--- config.mk ---
export PLATFORM = sky130hd
export DESIGN_NAME = reset_status_and_wake_delay
export DESIGN_NICKNAME = d
export VERILOG_FILES = /design/src/logic/reset_status_pkg.sv /design/src/logic/delay_counter.sv /design/src/logic/reset_status_and_wake_delay.sv
export SDC_FILE = /design/constraint.sdc
export NUM_CORES = 1
export LEC_CHECK = 0
export BUFFER_PORTS_ARGS = -buffer_cell sky130_fd_sc_hd__buf_2
export CORE_UTILIZATION = 40
export CTS_BUF_LIST = sky130_fd_sc_hd__clkbuf_16
export DETAILED_ROUTE_END_ITERATION = 10
export PLACE_DENSITY_LB_ADDON = 0.2
export SLEW_MARGIN = 20
export SYNTH_ARGS = -nofsm -noshare
export SYNTH_HDL_FRONTEND = slang
export SYNTH_SLANG_ARGS = --single-unit
--- constraint.sdc ---
create_clock -name sys_clk -period 2.7 [get_ports sys_clk]
set_clock_uncertainty 0.05 [all_clocks]
set_input_delay 0 -clock sys_clk [delete_from_list [all_inputs] [get_ports sys_clk]]
set_output_delay 0 -clock sys_clk [all_outputs]
set_load 0.005 [all_outputs]
--- src/logic/reset_status_pkg.sv ---
// Constants for the reset status and wake delay block.
// Assumes a 100 MHz sys_clk and an AXI4-Lite register bus.
package reset_status_pkg;

  // Register map (byte addresses)
  localparam logic [3:0] reset_control_status_addr = 4'h0;
  localparam logic [3:0] wake_control_addr         = 4'h4;
  localparam logic [3:0] wake_status_addr          = 4'h8;

  // Field positions of reset_control_status
  localparam int interrupt_priority_enable_bit = 7;
  localparam int sw_brownout_enable_bit        = 6;
  localparam int reset_instr_flag_bit          = 4;
  localparam int watchdog_expired_flag_bit     = 3;
  localparam int sleep_entered_flag_bit        = 2;
  localparam int power_up_flag_bit             = 1;
  localparam int brownout_flag_bit             = 0;

  // Reset-cause flags: the low five bits
  localparam int cause_flag_count = 5;

  // Cause flags that software may set back
  localparam logic [4:0] sw_flag_mask = 5'h13;

  // Brown-out configuration that hands control to software
  localparam logic [1:0] brownout_cfg_software = 2'h1;

  // Bus responses
  localparam logic [1:0] resp_okay   = 2'h0;
  localparam logic [1:0] resp_slverr = 2'h2;

  // Timing
  localparam int  clock_mhz              = 100;
  localparam int  crystal_settle_cycles  = 1024;
  localparam int  pll_lock_time_us       = 2000;
  localparam int  pll_lock_cycles        = pll_lock_time_us * clock_mhz;
  localparam int  cpu_prep_time_ns       = 100;
  localparam int  cpu_prep_cycles        =
    (cpu_prep_time_ns * clock_mhz + 999) / 1000;
  localparam int  internal_stable_time_us = 1;
  localparam int  internal_stable_cycles  =
    internal_stable_time_us * clock_mhz;
  localparam int  ext_reset_filter_cycles = 4;

  // Clock sources before and after wake-up
  typedef enum logic [2:0] {
    src_crystal_mode,
    src_high_speed_crystal_mode,
    src_crystal_pll_mode,
    src_high_speed_crystal_pll_mode,
    src_external_clock_mode,
    src_internal_osc_block
  } clock_source_type;

  typedef enum logic [1:0] {
    from_primary_clock_idle,
    from_secondary_or_low_freq,
    from_internal_osc_block,
    from_sleep
  } wake_origin_type;

endpackage

--- src/logic/delay_counter.sv ---
// Loadable down-counter used for each wake-up delay.
// Assumes one synchronous reset and a shared clock enable.
`timescale 1ns/1ps
module delay_counter #(
  parameter int width = 24
) (
  // Clock and reset
  input  wire logic             sys_clk,
  input  wire logic             rst,
  input  wire logic             clk_en,
  // Control
  input  wire logic             start,
  input  wire logic [width-1:0] length,
  // Status
  output logic                  busy,
  output logic                  done
);

  logic [width-1:0] count_q;
  logic             busy_q;
  logic             done_q;

  wire last_count = busy_q && (count_q <= width'(1));

  always_ff @(posedge sys_clk) begin
    if (rst) begin
      count_q <= '0;
      busy_q  <= 1'b0;
      done_q  <= 1'b0;
    end else if (clk_en) begin
      done_q <= 1'b0;
      if (start) begin
        count_q <= length;
        busy_q  <= (length != '0);
        done_q  <= (length == '0);
      end else if (last_count) begin
        count_q <= '0;
        busy_q  <= 1'b0;
        done_q  <= 1'b1;
      end else if (busy_q) begin
        count_q <= count_q - width'(1);
      end
    end
  end

  assign busy = busy_q;
  assign done = done_q;

endmodule

--- src/logic/reset_status_and_wake_delay.sv ---
// Reset cause register, external reset filter and wake exit sequencer.
// Assumes cause strobes and instruction strobes are one-cycle pulses
// synchronous to sys_clk; power_on_pulse behaves as a power-on reset.
//
// Decided for this implementation: the register offsets and register access over AXI4-Lite.
`timescale 1ns/1ps
module reset_status_and_wake_delay #(
  parameter int crystal_settle_len = reset_status_pkg::crystal_settle_cycles,
  parameter int pll_lock_len       = reset_status_pkg::pll_lock_cycles,
  parameter int cpu_prep_len       = reset_status_pkg::cpu_prep_cycles,
  parameter int internal_stable_len =
    reset_status_pkg::internal_stable_cycles,
  parameter int filter_len         = reset_status_pkg::ext_reset_filter_cycles,
  parameter int count_width        = 24
) (
  // Clock, reset, enable
  input  wire logic        sys_clk,
  input  wire logic        rst,
  input  wire logic        clk_en,
  // Power-on and configuration
  input  wire logic        power_on_pulse,
  input  wire logic [1:0]  brownout_cfg_select,
  input  wire logic        ext_reset_pin_enable,
  // Reset cause events
  input  wire logic        ext_reset_pin_in,
  input  wire logic        watchdog_timeout,
  input  wire logic        brownout_reset,
  input  wire logic        reset_instr_exec,
  input  wire logic        stack_full_reset,
  input  wire logic        stack_underflow_reset,
  input  wire logic        watchdog_clear_instr,
  input  wire logic        sleep_instr,
  input  wire logic        in_power_managed,
  // Wake request
  input  wire logic        wake_event,
  input  wire logic [1:0]  wake_origin,
  input  wire logic [2:0]  wake_target,
  // Reset pin pad
  output logic             ext_reset_pin_out,
  output logic             ext_reset_pin_oe_n,
  output logic             ext_reset_pin_data,
  // Reset outputs
  output logic             device_reset,
  output logic [7:0]       last_reset_cause,
  output logic             interrupt_priority_enable,
  output logic             brownout_detect_enable,
  // Wake outputs
  output logic             cpu_clock_enable,
  output logic             primary_clock_ready,
  output logic             internal_osc_stable,
  // AXI4-Lite slave
  input  wire logic [3:0]  s_axi_awaddr,
  input  wire logic        s_axi_awvalid,
  output logic             s_axi_awready,
  input  wire logic [31:0] s_axi_wdata,
  input  wire logic [3:0]  s_axi_wstrb,
  input  wire logic        s_axi_wvalid,
  output logic             s_axi_wready,
  output logic [1:0]       s_axi_bresp,
  output logic             s_axi_bvalid,
  input  wire logic        s_axi_bready,
  input  wire logic [3:0]  s_axi_araddr,
  input  wire logic        s_axi_arvalid,
  output logic             s_axi_arready,
  output logic [31:0]      s_axi_rdata,
  output logic [1:0]       s_axi_rresp,
  output logic             s_axi_rvalid,
  input  wire logic        s_axi_rready
);

  ////////////////////////////////////////////////////////////////////////
  // External reset pin filter

  logic [7:0] filt_cnt_q;
  logic       pin_reset_q;
  logic       pin_data_q;

  wire pin_low_active = ext_reset_pin_enable && !ext_reset_pin_in;
  wire filt_full      = (filt_cnt_q >= 8'(filter_len));

  always_ff @(posedge sys_clk) begin
    if (rst) begin
      filt_cnt_q  <= 8'h00;
      pin_reset_q <= 1'b0;
      pin_data_q  <= 1'b1;
    end else if (clk_en) begin
      pin_data_q <= ext_reset_pin_enable ? 1'b1 : ext_reset_pin_in;
      if (!pin_low_active) begin
        filt_cnt_q  <= 8'h00;
        pin_reset_q <= 1'b0;
      end else if (filt_full) begin
        pin_reset_q <= 1'b1;
      end else begin
        filt_cnt_q <= filt_cnt_q + 8'h01;
      end
    end
  end

  wire pin_reset_rise = pin_low_active && filt_full && !pin_reset_q;

  ////////////////////////////////////////////////////////////////////////
  // Reset cause register

  logic       interrupt_priority_enable_q;
  logic       sw_brownout_enable_q;
  logic [4:0] flags_q;
  logic [7:0] cause_q;
  logic       dev_rst_q;

  wire sw_bor_mode = (brownout_cfg_select ==
                      reset_status_pkg::brownout_cfg_software);

  // Bus write decode (filled in below)
  logic       wr_fire;
  logic [3:0] wr_addr_q;
  logic [31:0] wr_data_q;
  logic [3:0] wr_strb_q;
  wire wr_rcs = wr_fire &&
    (wr_addr_q == reset_status_pkg::reset_control_status_addr) &&
    wr_strb_q[0];

  wire [7:0] cause_vec = {stack_underflow_reset, stack_full_reset,
                          reset_instr_exec, brownout_reset,
                          watchdog_timeout && !in_power_managed,
                          pin_reset_rise && in_power_managed,
                          pin_reset_rise && !in_power_managed,
                          power_on_pulse};

  // Flag next values: hardware event wins over software write
  logic [4:0] flags_d;
  always_comb begin
    flags_d = flags_q;
    if (wr_rcs)
      flags_d = (flags_q & ~reset_status_pkg::sw_flag_mask) |
                (wr_data_q[4:0] & reset_status_pkg::sw_flag_mask);
    if (watchdog_clear_instr)
      flags_d[reset_status_pkg::sleep_entered_flag_bit] = 1'b1;
    if (sleep_instr)
      flags_d[reset_status_pkg::sleep_entered_flag_bit] = 1'b0;
    if (watchdog_clear_instr || sleep_instr)
      flags_d[reset_status_pkg::watchdog_expired_flag_bit] = 1'b1;
    if (watchdog_timeout)
      flags_d[reset_status_pkg::watchdog_expired_flag_bit] = 1'b0;
    if (reset_instr_exec)
      flags_d[reset_status_pkg::reset_instr_flag_bit] = 1'b0;
    if (brownout_reset)
      flags_d[reset_status_pkg::brownout_flag_bit] = 1'b0;
    if (power_on_pulse)
      flags_d = 5'h1c;
  end

  always_ff @(posedge sys_clk) begin
    if (rst) begin
      interrupt_priority_enable_q    <= 1'b0;
      sw_brownout_enable_q  <= 1'b1;
      flags_q   <= 5'h1c;
      cause_q   <= 8'h01;
      dev_rst_q <= 1'b0;
    end else if (clk_en) begin
      flags_q   <= flags_d;
      dev_rst_q <= |cause_vec;
      if (|cause_vec)
        cause_q <= cause_vec;
      if (power_on_pulse)
        interrupt_priority_enable_q <= 1'b0;
      else if (wr_rcs)
        interrupt_priority_enable_q <= wr_data_q[reset_status_pkg::interrupt_priority_enable_bit];
      if (power_on_pulse)
        sw_brownout_enable_q <= 1'b1;
      else if (wr_rcs && sw_bor_mode)
        sw_brownout_enable_q <= wr_data_q[reset_status_pkg::sw_brownout_enable_bit];
    end
  end

  // read zero outside config 01; bit five zero
  wire [7:0] rcs_view = {interrupt_priority_enable_q, sw_brownout_enable_q && sw_bor_mode, 1'b0, flags_q};
  // software control only under config 01
  wire bor_en = sw_bor_mode ? sw_brownout_enable_q : (brownout_cfg_select != 2'h0);

  ////////////////////////////////////////////////////////////////////////
  // Wake exit sequencer

  typedef enum {wake_idle, wake_settle, wake_lock, wake_wait} wake_type;
  wake_type state_q;
  logic     cpu_en_q;
  logic     pri_ready_q;
  logic     int_stable_q;
  logic     prep_wait_q;

  wire tgt_crystal = (wake_target ==
                      reset_status_pkg::src_crystal_mode) ||
                     (wake_target ==
                      reset_status_pkg::src_high_speed_crystal_mode);
  wire tgt_pll = (wake_target == reset_status_pkg::src_crystal_pll_mode) ||
                 (wake_target ==
                  reset_status_pkg::src_high_speed_crystal_pll_mode);
  wire tgt_int = (wake_target == reset_status_pkg::src_internal_osc_block);
  wire from_pri = (wake_origin == reset_status_pkg::from_primary_clock_idle);
  wire from_int = (wake_origin == reset_status_pkg::from_internal_osc_block);

  // crystal timer only for crystal targets, not primary idle
  wire need_settle = !from_pri && (tgt_crystal || tgt_pll);
  // no delay at all for these
  wire no_delay    = from_pri || (from_int && tgt_int);
  wire need_stable = tgt_int && !from_int && !from_pri;

  wire start_wake  = clk_en && wake_event && (state_q == wake_idle);
  wire prep_done;
  wire settle_done;
  wire lock_done;
  wire stable_done;

  // preparation delay started with the settle and stable delays
  delay_counter #(.width(count_width)) u_prep (
    .sys_clk (sys_clk),
    .rst     (rst),
    .clk_en  (clk_en),
    .start   (start_wake && !no_delay),
    .length  (count_width'(cpu_prep_len)),
    .busy    (),
    .done    (prep_done)
  );

  delay_counter #(.width(count_width)) u_settle (
    .sys_clk (sys_clk),
    .rst     (rst),
    .clk_en  (clk_en),
    .start   (start_wake && need_settle),
    .length  (count_width'(crystal_settle_len)),
    .busy    (),
    .done    (settle_done)
  );

  delay_counter #(.width(count_width)) u_lock (
    .sys_clk (sys_clk),
    .rst     (rst),
    .clk_en  (clk_en),
    .start   (settle_done && tgt_pll),
    .length  (count_width'(pll_lock_len)),
    .busy    (),
    .done    (lock_done)
  );

  delay_counter #(.width(count_width)) u_stable (
    .sys_clk (sys_clk),
    .rst     (rst),
    .clk_en  (clk_en),
    .start   (start_wake && need_stable),
    .length  (count_width'(internal_stable_len)),
    .busy    (),
    .done    (stable_done)
  );

  always_ff @(posedge sys_clk) begin
    if (rst) begin
      state_q      <= wake_idle;
      cpu_en_q     <= 1'b1;
      pri_ready_q  <= 1'b1;
      int_stable_q <= 1'b0;
      prep_wait_q  <= 1'b0;
    end else if (clk_en) begin
      if (stable_done)
        int_stable_q <= 1'b1;
      // Preparation may end while a longer delay still runs
      if (prep_done)
        prep_wait_q <= 1'b0;
      case (state_q)
        wake_idle: begin
          if (wake_event) begin
            cpu_en_q    <= no_delay;
            prep_wait_q <= !no_delay;
            if (need_settle)
              pri_ready_q <= 1'b0;
            if (need_stable)
              int_stable_q <= 1'b0;
            if (!no_delay)
              state_q <= need_settle ? wake_settle : wake_wait;
          end
        end
        wake_settle: begin
          if (settle_done)
            state_q <= tgt_pll ? wake_lock : wake_wait;
        end
        wake_lock: begin
          if (lock_done)
            state_q <= wake_wait;
        end
        wake_wait: begin
          if (prep_done || !prep_wait_q) begin
            cpu_en_q    <= 1'b1;
            pri_ready_q <= pri_ready_q || tgt_crystal || tgt_pll;
            state_q     <= wake_idle;
          end
        end
        default: state_q <= wake_idle;
      endcase
    end
  end

  ////////////////////////////////////////////////////////////////////////
  // AXI4-Lite slave

  logic        aw_q, w_q, bvalid_q, rvalid_q, arready_q;
  logic [31:0] rdata_q;
  logic [1:0]  bresp_q, rresp_q;

  assign wr_fire = aw_q && w_q && !bvalid_q;
  wire wr_known = (wr_addr_q == reset_status_pkg::reset_control_status_addr);
  wire [31:0] rd_mux =
    (s_axi_araddr == reset_status_pkg::reset_control_status_addr) ?
      {24'h000000, rcs_view} :
    (s_axi_araddr == reset_status_pkg::wake_status_addr) ?
      {29'h0, int_stable_q, pri_ready_q, cpu_en_q} :
      32'h00000000;
  wire rd_known =
    (s_axi_araddr == reset_status_pkg::reset_control_status_addr) ||
    (s_axi_araddr == reset_status_pkg::wake_status_addr);

  always_ff @(posedge sys_clk) begin
    if (rst) begin
      aw_q      <= 1'b0;
      w_q       <= 1'b0;
      wr_addr_q <= 4'h0;
      wr_data_q <= 32'h00000000;
      wr_strb_q <= 4'h0;
      bvalid_q  <= 1'b0;
      bresp_q   <= reset_status_pkg::resp_okay;
      arready_q <= 1'b0;
      rvalid_q  <= 1'b0;
      rdata_q   <= 32'h00000000;
      rresp_q   <= reset_status_pkg::resp_okay;
    end else if (clk_en) begin
      if (s_axi_awvalid && !aw_q) begin
        aw_q      <= 1'b1;
        wr_addr_q <= s_axi_awaddr;
      end
      if (s_axi_wvalid && !w_q) begin
        w_q       <= 1'b1;
        wr_data_q <= s_axi_wdata;
        wr_strb_q <= s_axi_wstrb;
      end
      if (wr_fire) begin
        bvalid_q <= 1'b1;
        bresp_q  <= wr_known ? reset_status_pkg::resp_okay :
                               reset_status_pkg::resp_slverr;
      end else if (bvalid_q && s_axi_bready) begin
        bvalid_q <= 1'b0;
        aw_q     <= 1'b0;
        w_q      <= 1'b0;
      end
      arready_q <= s_axi_arvalid && !arready_q && !rvalid_q;
      if (arready_q) begin
        rvalid_q <= 1'b1;
        rdata_q  <= rd_mux;
        rresp_q  <= rd_known ? reset_status_pkg::resp_okay :
                               reset_status_pkg::resp_slverr;
      end else if (rvalid_q && s_axi_rready) begin
        rvalid_q <= 1'b0;
      end
    end
  end

  ////////////////////////////////////////////////////////////////////////
  // Outputs

  logic awready_q, wready_q, bor_en_q;
  always_ff @(posedge sys_clk) begin
    if (rst) begin
      awready_q <= 1'b0;
      wready_q  <= 1'b0;
      bor_en_q  <= 1'b0;
    end else if (clk_en) begin
      awready_q <= s_axi_awvalid && !aw_q && !awready_q;
      wready_q  <= s_axi_wvalid && !w_q && !wready_q;
      bor_en_q  <= bor_en;
    end
  end

  assign s_axi_awready = awready_q;
  assign s_axi_wready  = wready_q;
  assign s_axi_bvalid  = bvalid_q;
  assign s_axi_bresp   = bresp_q;
  assign s_axi_arready = arready_q;
  assign s_axi_rvalid  = rvalid_q;
  assign s_axi_rdata   = rdata_q;
  assign s_axi_rresp   = rresp_q;

  assign ext_reset_pin_out  = 1'b0;
  assign ext_reset_pin_oe_n = 1'b1;
  assign ext_reset_pin_data = pin_data_q;

  assign device_reset              = dev_rst_q;
  assign last_reset_cause          = cause_q;
  assign interrupt_priority_enable = interrupt_priority_enable_q;
  assign cpu_clock_enable          = cpu_en_q;
  assign primary_clock_ready       = pri_ready_q;
  assign internal_osc_stable       = int_stable_q;

  assign brownout_detect_enable = bor_en_q;

endmodule

==> results of run 1 <==
through the flow:
stage	setup slack (ps)	instance area (um2)	power, mW	hold slack [ps]
6_report	74.4	9320	6.29	26.9
5_1_grt	12.2	9320	6.62	31.2
4_1_cts	32.6	9290	6.34	10.9
3_5_place_dp	55.7	8350	3.92	188
3_3_place_gp	68.2	8340	3.91	181
2_1_floorplan	65.1	7830	3.62	93.3
timing repair:
item                       4_1_cts  5_1_grt
buffers inserted                 0        1
hold buffers                    36        0
hold endpoints to repair        41        0
resized for setup                0        5
setup endpoints to repair        0        2
Yosys cell counts (20+ instances only):
master	n	area share, %
dfxtp_1	163	42
nand2_1	52	2.5
clkbuf_1	28	1.4
nor2_1	144	7.0
xnor2_1	40	4.5
nor3_1	39	2.5
inv_1	24	1.2
or3_1	26	2.1
a21oi_1	51	3.3
nand4_1	20	1.6
nand3_1	27	1.7
o21ai_0	29	1.9
buf_4	29	2.8
mux2i_1	21	2.7
nor4_1	32	2.6
layout make-up:
class	count	area share, %
multi-input cells	689	44.2
flip-flops and latches	163	35.0
repair buffers	133	10.0
clock buffers	17	4.57
well taps	260	3.49
clock inverters	15	1.68
inverters	25	1.01
layer usage:
layer  track usage [%]  vias up
li1                  -     3441
met1              24.2     3130
met2              30.9      123
met3              4.31       16
met4              5.95        0
met5                 0        -
power breakdown:
part	internal, mW	total, mW	switching [mW]
Combinational	0.555	1.23	0.675
Clock	1.24	2.36	1.12
Sequential	2.55	2.70	0.144
worst max path at each step:
| stage | startpoint | to | depth (start not counted) |
|---|---|---|---|
| after floorplan | u_prep.count_q[4] | u_prep.count_q[22] | 6 |
| after global placement | u_prep.count_q[4] | u_prep.count_q[13] | 6 |
| after detailed placement | u_prep.count_q[4] | u_prep.count_q[21] | 6 |
| after CTS | u_prep.count_q[4] | u_prep.count_q[21] | 6 |
| after global routing | u_prep.count_q[4] | u_prep.count_q[21] | 6 |
| final | u_prep.count_q[4] | u_prep.count_q[13] | 6 |
worst reg2reg max path, cell delays in order (launching register included):
cell,delay (ps)
dfxtp_1,310
or4_4,540
or4_4,440
or4_4,530
buf_8,150
or4_4,410
a21oi_2,130
sequential cells by signal, indices dropped and copies added, names as in the netlist, 5 cells and up:
signal / count
last_reset_cause: 8
wr_data_q: 5
u_lock.count_q: 24
flags_q: 5
u_stable.count_q: 24
s_axi_rdata: 7
filt_cnt_q: 8
u_settle.count_q: 24
u_prep.count_q: 24
logic make-up after synthesis:
family                   synth area share (%)
AND/OR/NAND/NOR                          27.4
flip-flops                               42.2
AO/OA/AOI/OAI                            12.2
buffers and inverters                    6.04
XOR/XNOR                                 6.69
multiplexers                             2.86
adder cells (fa/ha/maj)                  2.43
other                                  0.0972
==> impl_metrics.json, run 1 <==
{
  "outcome": "complete, no violations",
  "cts_buffers": 17,
  "start_util_pct": 41.0,
  "rsz0062_at_grt": "no",
  "fp-row-count": 50,
  "num_vias": 6710,
  "max_freq_mhz": 381,
  "drv_cap": 0,
  "gp_congestion": 0.798,
  "worstPathRequired_ps": 3020,
  "final_util_pct": 49.5,
  "antenna_left": 0,
  "relSlewSlack_pct": 33.2,
  "reg2regPathDepth": 6,
  "n_antenna_cell": 0,
  "synth_edf_count": 0,
  "multi_input_area_um2": 4120,
  "hp-start": "wake_event",
  "dr.first_iter.drc_count": 339,
  "synthArstFlopShare_pct": 0,
  "grt_max_degree": 73,
  "cts.clk_slew.worst_paths_ps": 70,
  "routed-wl-met2_um": 7990,
  "antenna_found_initial": 0,
  "nNetsFinal": 1115,
  "r2r-end": "u_prep.count_q[13]",
  "track_usage_pct": 18.7,
  "numClockSinks": 163,
  "cts.htree.levels": 4,
  "leakage_nw": 3.74,
  "hold_path.class": "in -> reg",
  "yosys_register_bits": 163,
  "syn_inst": 918,
  "crit_arrival_ps": 2940,
  "port_buffers": 69,
  "crit_family": "simple AND/OR/NAND/NOR gates",
  "drive_gt1_share_pct": 14.1,
  "dp_cells": 1233,
  "first_pass_iters": 4,
  "worst-path-buf-inv": 1,
  "synth_ff_type": "dfxtp_1",
  "setup_viol": 0,
  "crit_chain": "or4_4, or4_4, or4_4, buf_8, or4_4, a21oi_2",
  "tritoncts": "done",
  "fp.dieW_um": 141,
  "final_common_cell": "dfxtp_1",
  "ff2ff_setup_slack_ps": 70,
  "clkLatencyLatePin_ps": 430,
  "die_area_um2": 19900,
  "fillers": 1807,
  "rr_startpoint": "u_prep.count_q[4]",
  "vdd_drop_max_mv": 0.477,
  "hold_depth": 5,
  "drc_errors": 0,
  "worstMarginPinSlew_ps": 995,
  "drt_wl_total_um": 17700,
  "finalHoldViolCount": 0,
  "hpwlAfterDp_um": 11900,
  "grt_pass1_wl_um": 30400,
  "wire_per_inst_um": 13.6,
  "postSynthAreaPerCell_um2": 8.42,
  "met3_length_um": 724,
  "cpMostUsedCell": "or4_4",
  "slowest_stage": "or4_4",
  "layout_min_cycle_time_ps": 2630,
  "tns_ps": 0,
  "powerDensity_nw_per_um2": 675,
  "layout_common_cells": "dfxtp_1, nor2_1, buf_2, nand2_1, a21oi_1",
  "cts.path.max_buffers": 2,
  "path_max_fanout": 12,
  "grt-ovfl-total": 0,
  "dieHeight_um": 141,
  "yosys.cell_types.count": 67,
  "syn_area_um2": 7730,
  "critPathLaunchType": "register",
  "io_pins": 129,
  "whs_endpoint": "prep_wait_q",
  "ys_warn_count": 0,
  "ys_seq_area_share_pct": 42.2,
  "core_area_um2": 18800,
  "finalNonFillerCells": 1302,
  "area.sequential_um2": 3260,
  "cp-end-kind": "register",
  "clock-root-buffer": "clkbuf_16",
  "critPathKind": "reg -> reg",
  "drt-vias-per-instance": 5.15,
  "maxSlewViolCount": 0,
  "fin_crit_sh_pct": 97.2,
  "grt_pass1_vias": 6445,
  "area_growth_syn_to_layout_pct": 20.5,
  "max_stage_delay_ps": 540,
  "routed.top_layer": "met4",
  "wl_met1_um": 8770
}
Power figures use the tool's default switching activity.
==> run 2: changes to the inputs <==
HOLD_SLACK_MARGIN = 0.1   (was not set)
==> run 2 against run 1 <==
Compared with the run above:
- via count up 0.48%
- sequential cell count unchanged
- global-route usage up 0.14 points
- largest cell class unchanged
- clock power about the same
- total power up 0.30%
- clock-buffer cell count unchanged
- die area unchanged
- critical path depth unchanged
- highest routed layer unchanged
- first-iteration DRC count down 12%
- worst hold slack better by 110 ps
- fmax about the same
==> impl_metrics.json, run 2 (synthesized netlist as in run 1, its figures left out) <==
{
  "layout_min_cycle_time_ps": 2630,
  "setup_slack_ps": 74.6,
  "setup_viol": 0,
  "area_growth_syn_to_layout_pct": 22.2,
  "finalNonFillerCells": 1315,
  "vdd_drop_max_mv": 0.478,
  "hpwlAfterDp_um": 11900,
  "cp-end-kind": "register",
  "cts_buffers": 17,
  "max_stage_delay_ps": 540,
  "gp_congestion": 0.798,
  "core_area_um2": 18800,
  "fin_hold_ws_ps": 138,
  "drt_wl_total_um": 17900,
  "grt_max_degree": 73,
  "num_vias": 6742,
  "drive_gt1_share_pct": 13.9,
  "critPathLaunchType": "register",
  "path_max_fanout": 12,
  "io_pins": 129,
  "layout_common_cells": "dfxtp_1, nor2_1, buf_2, nand2_1, a21oi_1",
  "clkLatencyLatePin_ps": 430,
  "grt-ovfl-total": 0,
  "worstPathRequired_ps": 3020,
  "ff2ff_setup_slack_ps": 70,
  "hold_depth": 4,
  "nNetsFinal": 1128,
  "grt_pass1_wl_um": 30700,
  "outcome": "complete, no violations",
  "dieHeight_um": 141,
  "cpMostUsedCell": "or4_4",
  "rr_startpoint": "u_prep.count_q[4]",
  "tns_ps": 0,
  "final_common_cell": "dfxtp_1",
  "finalHoldViolCount": 0,
  "critPathKind": "reg -> reg",
  "power_mw": 6.31,
  "placed_area_um2": 8350,
  "worst-path-buf-inv": 1,
  "fp.dieW_um": 141,
  "dr.first_iter.drc_count": 298,
  "cts.path.max_buffers": 2,
  "start_util_pct": 41.0,
  "rsz0062_at_grt": "no",
  "fin_crit_sh_pct": 97.2,
  "numClockSinks": 163,
  "whs_endpoint": "u_stable.busy",
  "crit_chain": "or4_4, or4_4, or4_4, buf_8, or4_4, a21oi_2",
  "maxSlewViolCount": 0,
  "slowest_stage": "or4_4",
  "wire_per_inst_um": 13.6,
  "r2r-end": "u_prep.count_q[13]",
  "cts.htree.levels": 4,
  "grt_pass1_vias": 6526,
  "tritoncts": "done",
  "reg2regPathDepth": 6,
  "drt-vias-per-instance": 5.13,
  "die_area_um2": 19900,
  "clock-root-buffer": "clkbuf_16",
  "fillers": 1797,
  "drc_errors": 0,
  "hold_path.class": "in -> reg",
  "crit_arrival_ps": 2950,
  "crit_family": "simple AND/OR/NAND/NOR gates",
  "max_freq_mhz": 381,
  "dp_slack_ps": 55.7,
  "powerDensity_nw_per_um2": 667,
  "n_antenna_cell": 0,
  "stdcell_area_um2": 9450,
  "antenna_left": 0,
  "antenna_found_initial": 0,
  "hp-start": "wake_target[1]",
  "port_buffers": 69,
  "first_pass_iters": 4,
  "final_util_pct": 50.2,
  "worstMarginPinSlew_ps": 993,
  "relSlewSlack_pct": 33.3,
  "cts.clk_slew.worst_paths_ps": 70,
  "dp_cells": 1233,
  "fp-row-count": 50,
  "drv_cap": 0,
  "track_usage_pct": 18.9,
  "leakage_nw": 3.79
}
-- run 2: cell count changes in the layout (fill, tap and decap cells not counted), sizes merged --
cell | previous run | this run
dlygate4sd3 | 36 | 49
-- run 2: where the power goes --
group          switching (mW)  internal, mW  total, mW  leakage, nW
clock                    1.13          1.24       2.36        0.284
combinational           0.678         0.569       1.25         2.18
sequential              0.144          2.55       2.70         1.32
-- run 2: worst reg2reg max path, stage by stage (launching register included) --
cell and delay (ps):
dfxtp_1 310, or4_4 540, or4_4 440, or4_4 530, buf_8 150, or4_4 410, a21oi_2 130
-- run 2: worst max path at each step --
stage                      start            endpoint  slack, ps  cells past startpoint
6_report       u_prep.count_q[4]  u_prep.count_q[13]         70                      6
5_1_grt        u_prep.count_q[4]  u_prep.count_q[21]         10                      6
4_1_cts        u_prep.count_q[4]  u_prep.count_q[21]         30                      6
3_5_place_dp   u_prep.count_q[4]  u_prep.count_q[21]         60                      6
3_3_place_gp   u_prep.count_q[4]  u_prep.count_q[13]         70                      6
2_1_floorplan  u_prep.count_q[4]  u_prep.count_q[22]         70                      6
-- run 2: area by class of cell --
class | count | area [um2] | area share [%]
Clock buffer | 17 | 425 | 4.50
Clock inverter | 15 | 156 | 1.66
Inverter | 25 | 93.8 | 0.993
Multi-Input combinational cell | 689 | 4120 | 43.6
Sequential cell | 163 | 3260 | 34.5
Tap cell | 260 | 325 | 3.44
Timing Repair Buffer | 146 | 1070 | 11.3
-- run 2: repair_timing --
item                       4_1_cts  5_1_grt
gates resized for setup          0        5
buffers inserted                 0        1
hold buffers                    49        0
setup endpoints to repair        0        2
hold endpoints to repair        59        0
-- run 2: per-layer routing --
metal	GRT usage (%)	routed length, um	up-vias
li1	-	-	3464
met1	24.5	8840	3142
met2	31.0	8030	118
met3	4.28	705	18
met4	6.12	271	0
met5	0	0	-
==> run 3: changes to the inputs <==
BUFFER_PORTS_ARGS = -buffer_cell sky130_fd_sc_hd__clkbuf_2   (was -buffer_cell sky130_fd_sc_hd__buf_2)
==> run 3 against run 2 <==
Compared with the run above:
- die area unchanged
- largest cell class unchanged
- register-to-register slack about the same
- sequential share of layout area increased by 0.096 points
- clock-buffer cell count unchanged
- non-clock buffer count decreased by 3
==> impl_metrics.json, run 3 (synthesized netlist as in run 1, its figures left out) <==
{
  "n_antenna_cell": 0,
  "tns_ps": 0,
  "drt_wl_total_um": 17900,
  "nNetsFinal": 1125,
  "crit_arrival_ps": 2950,
  "cts_setup_buffers": 0,
  "gp_congestion": 0.788,
  "setup_slack_ps": 59.8,
  "hpwlAfterDp_um": 11900,
  "p_int_mw": 4.35,
  "drv_cap": 0,
  "max_freq_mhz": 379,
  "worstMarginPinSlew_ps": 899,
  "hold_path.class": "in -> reg",
  "path_max_fanout": 13,
  "cts_buffers": 17,
  "grt-ovfl-total": 0,
  "layout_common_cells": "dfxtp_1, nor2_1, clkbuf_2, nand2_1, a21oi_1",
  "port_buffers": 69,
  "die_area_um2": 19900,
  "final_common_cell": "dfxtp_1",
  "grt_max_degree": 71,
  "antenna_found_initial": 0,
  "start_util_pct": 41.0,
  "setup_viol": 0,
  "dp_slack_ps": 35.8,
  "outcome": "complete, no violations",
  "rsz0062_at_grt": "no",
  "finalHoldViolCount": 0,
  "cts.path.max_buffers": 2,
  "clkLatencyLatePin_ps": 430,
  "power_mw": 6.32,
  "fp.dieW_um": 141,
  "io_pins": 129,
  "numClockSinks": 163,
  "clockPowerShare_pct": 37.7,
  "first_pass_iters": 4,
  "drt-vias-per-instance": 5.08,
  "track_usage_pct": 18.9,
  "ff2ff_setup_slack_ps": 60,
  "grt_pass1_wl_um": 30200,
  "stdcell_area_um2": 9420,
  "grt_pass1_vias": 6180,
  "worstPathRequired_ps": 3010,
  "power.net_switching_mw": 1.97,
  "area_growth_syn_to_layout_pct": 21.9,
  "layout_min_cycle_time_ps": 2640,
  "tritoncts": "done",
  "wire_per_inst_um": 13.7,
  "drive_gt1_share_pct": 13.5,
  "core_area_um2": 18800,
  "cts.clk_slew.worst_paths_ps": 70,
  "sw_frac_of_total_pct": 31.1,
  "dieHeight_um": 141,
  "dr.first_iter.drc_count": 378,
  "maxSlewViolCount": 0,
  "num_vias": 6661,
  "fp-row-count": 50,
  "drc_errors": 0,
  "clock-root-buffer": "clkbuf_16",
  "pwr-share-seq_pct": 42.7,
  "combPwrFrac_pct": 19.6,
  "placed_area_um2": 8330,
  "powerDensity_nw_per_um2": 671,
  "critPathLaunchType": "register",
  "vdd_drop_max_mv": 0.489,
  "final_util_pct": 50.0,
  "cp-end-kind": "register",
  "relSlewSlack_pct": 39.6,
  "critPathKind": "reg -> reg",
  "cts.htree.levels": 4,
  "fin_crit_sh_pct": 97.8,
  "leakage_nw": 3.77,
  "antenna_left": 0
}
[run 3: changes by cell type in the layout (fill, tap and decap cells not counted), sizes merged]
cell      previous run  this run
buf                 97        25
clkbuf              17        86
clkinvlp             1         0
clkinv               6         7
[run 3: final timing paths]
path              cells after the start                 end              start
hold reg to reg                       2      s_axi_rdata[4]     s_axi_rdata[4]
setup / recovery                      6  u_prep.count_q[13]  u_prep.count_q[4]
setup reg to reg                      6  u_prep.count_q[13]  u_prep.count_q[4]
hold / removal                        4   u_prep.count_q[1]     wake_origin[1]
[run 3: final cells by class]
class                      count  area [um2]
multi-input combinational    689        4110
sequential                   163        3260
fill                        1766        9410
clock inverter                15         161
timing repair buffer         143        1040
clock buffer                  17         425
inverter                      25        93.8
tap                          260         325
[run 3: metal layers]
| metal | wire (um) | vias up | share of wire (%) | GRT usage (%) |
|---|---|---|---|---|
| li1 | - | 3466 | - | - |
| met1 | 8820 | 3059 | 49 | 24.5 |
| met2 | 8100 | 125 | 45 | 30.4 |
| met3 | 862 | 11 | 4.8 | 5.64 |
| met4 | 165 | 0 | 0.92 | 5.26 |
| met5 | 0 | - | 0 | 0 |
[run 3: through the flow]
step                      std cells  hold WS (ps)
after floorplan                 945          93.3
after global placement         1231           182
after detailed placement       1231           190
after CTS                      1312           105
after global routing           1312           153
final                          1312           118
[run 3: worst max-delay path, cell delays in order, from the launching register on]
cell     delay [ps]
dfxtp_1         310
or4_4           540
or4_4           440
or4_4           540
buf_6           150
or4_1           390
a21oi_1         140
[run 3: power groups by stage]
| stage | Sequential, mW | Combinational (mW) | Clock (mW) |
|---|---|---|---|
| after floorplan | 2.72 | 0.903 | 0 |
| after global placement | 2.75 | 1.16 | 0 |
| after detailed placement | 2.75 | 1.17 | 0 |
| after CTS | 2.69 | 1.23 | 2.45 |
| after global routing | 2.72 | 1.39 | 2.56 |
| final | 2.70 | 1.24 | 2.38 |
[run 3: what timing repair did]
action	4_1_cts	5_1_grt
gates resized for setup	0	4
endpoints found under the hold margin	58	0
hold buffers	49	0
setup endpoints to repair	0	2
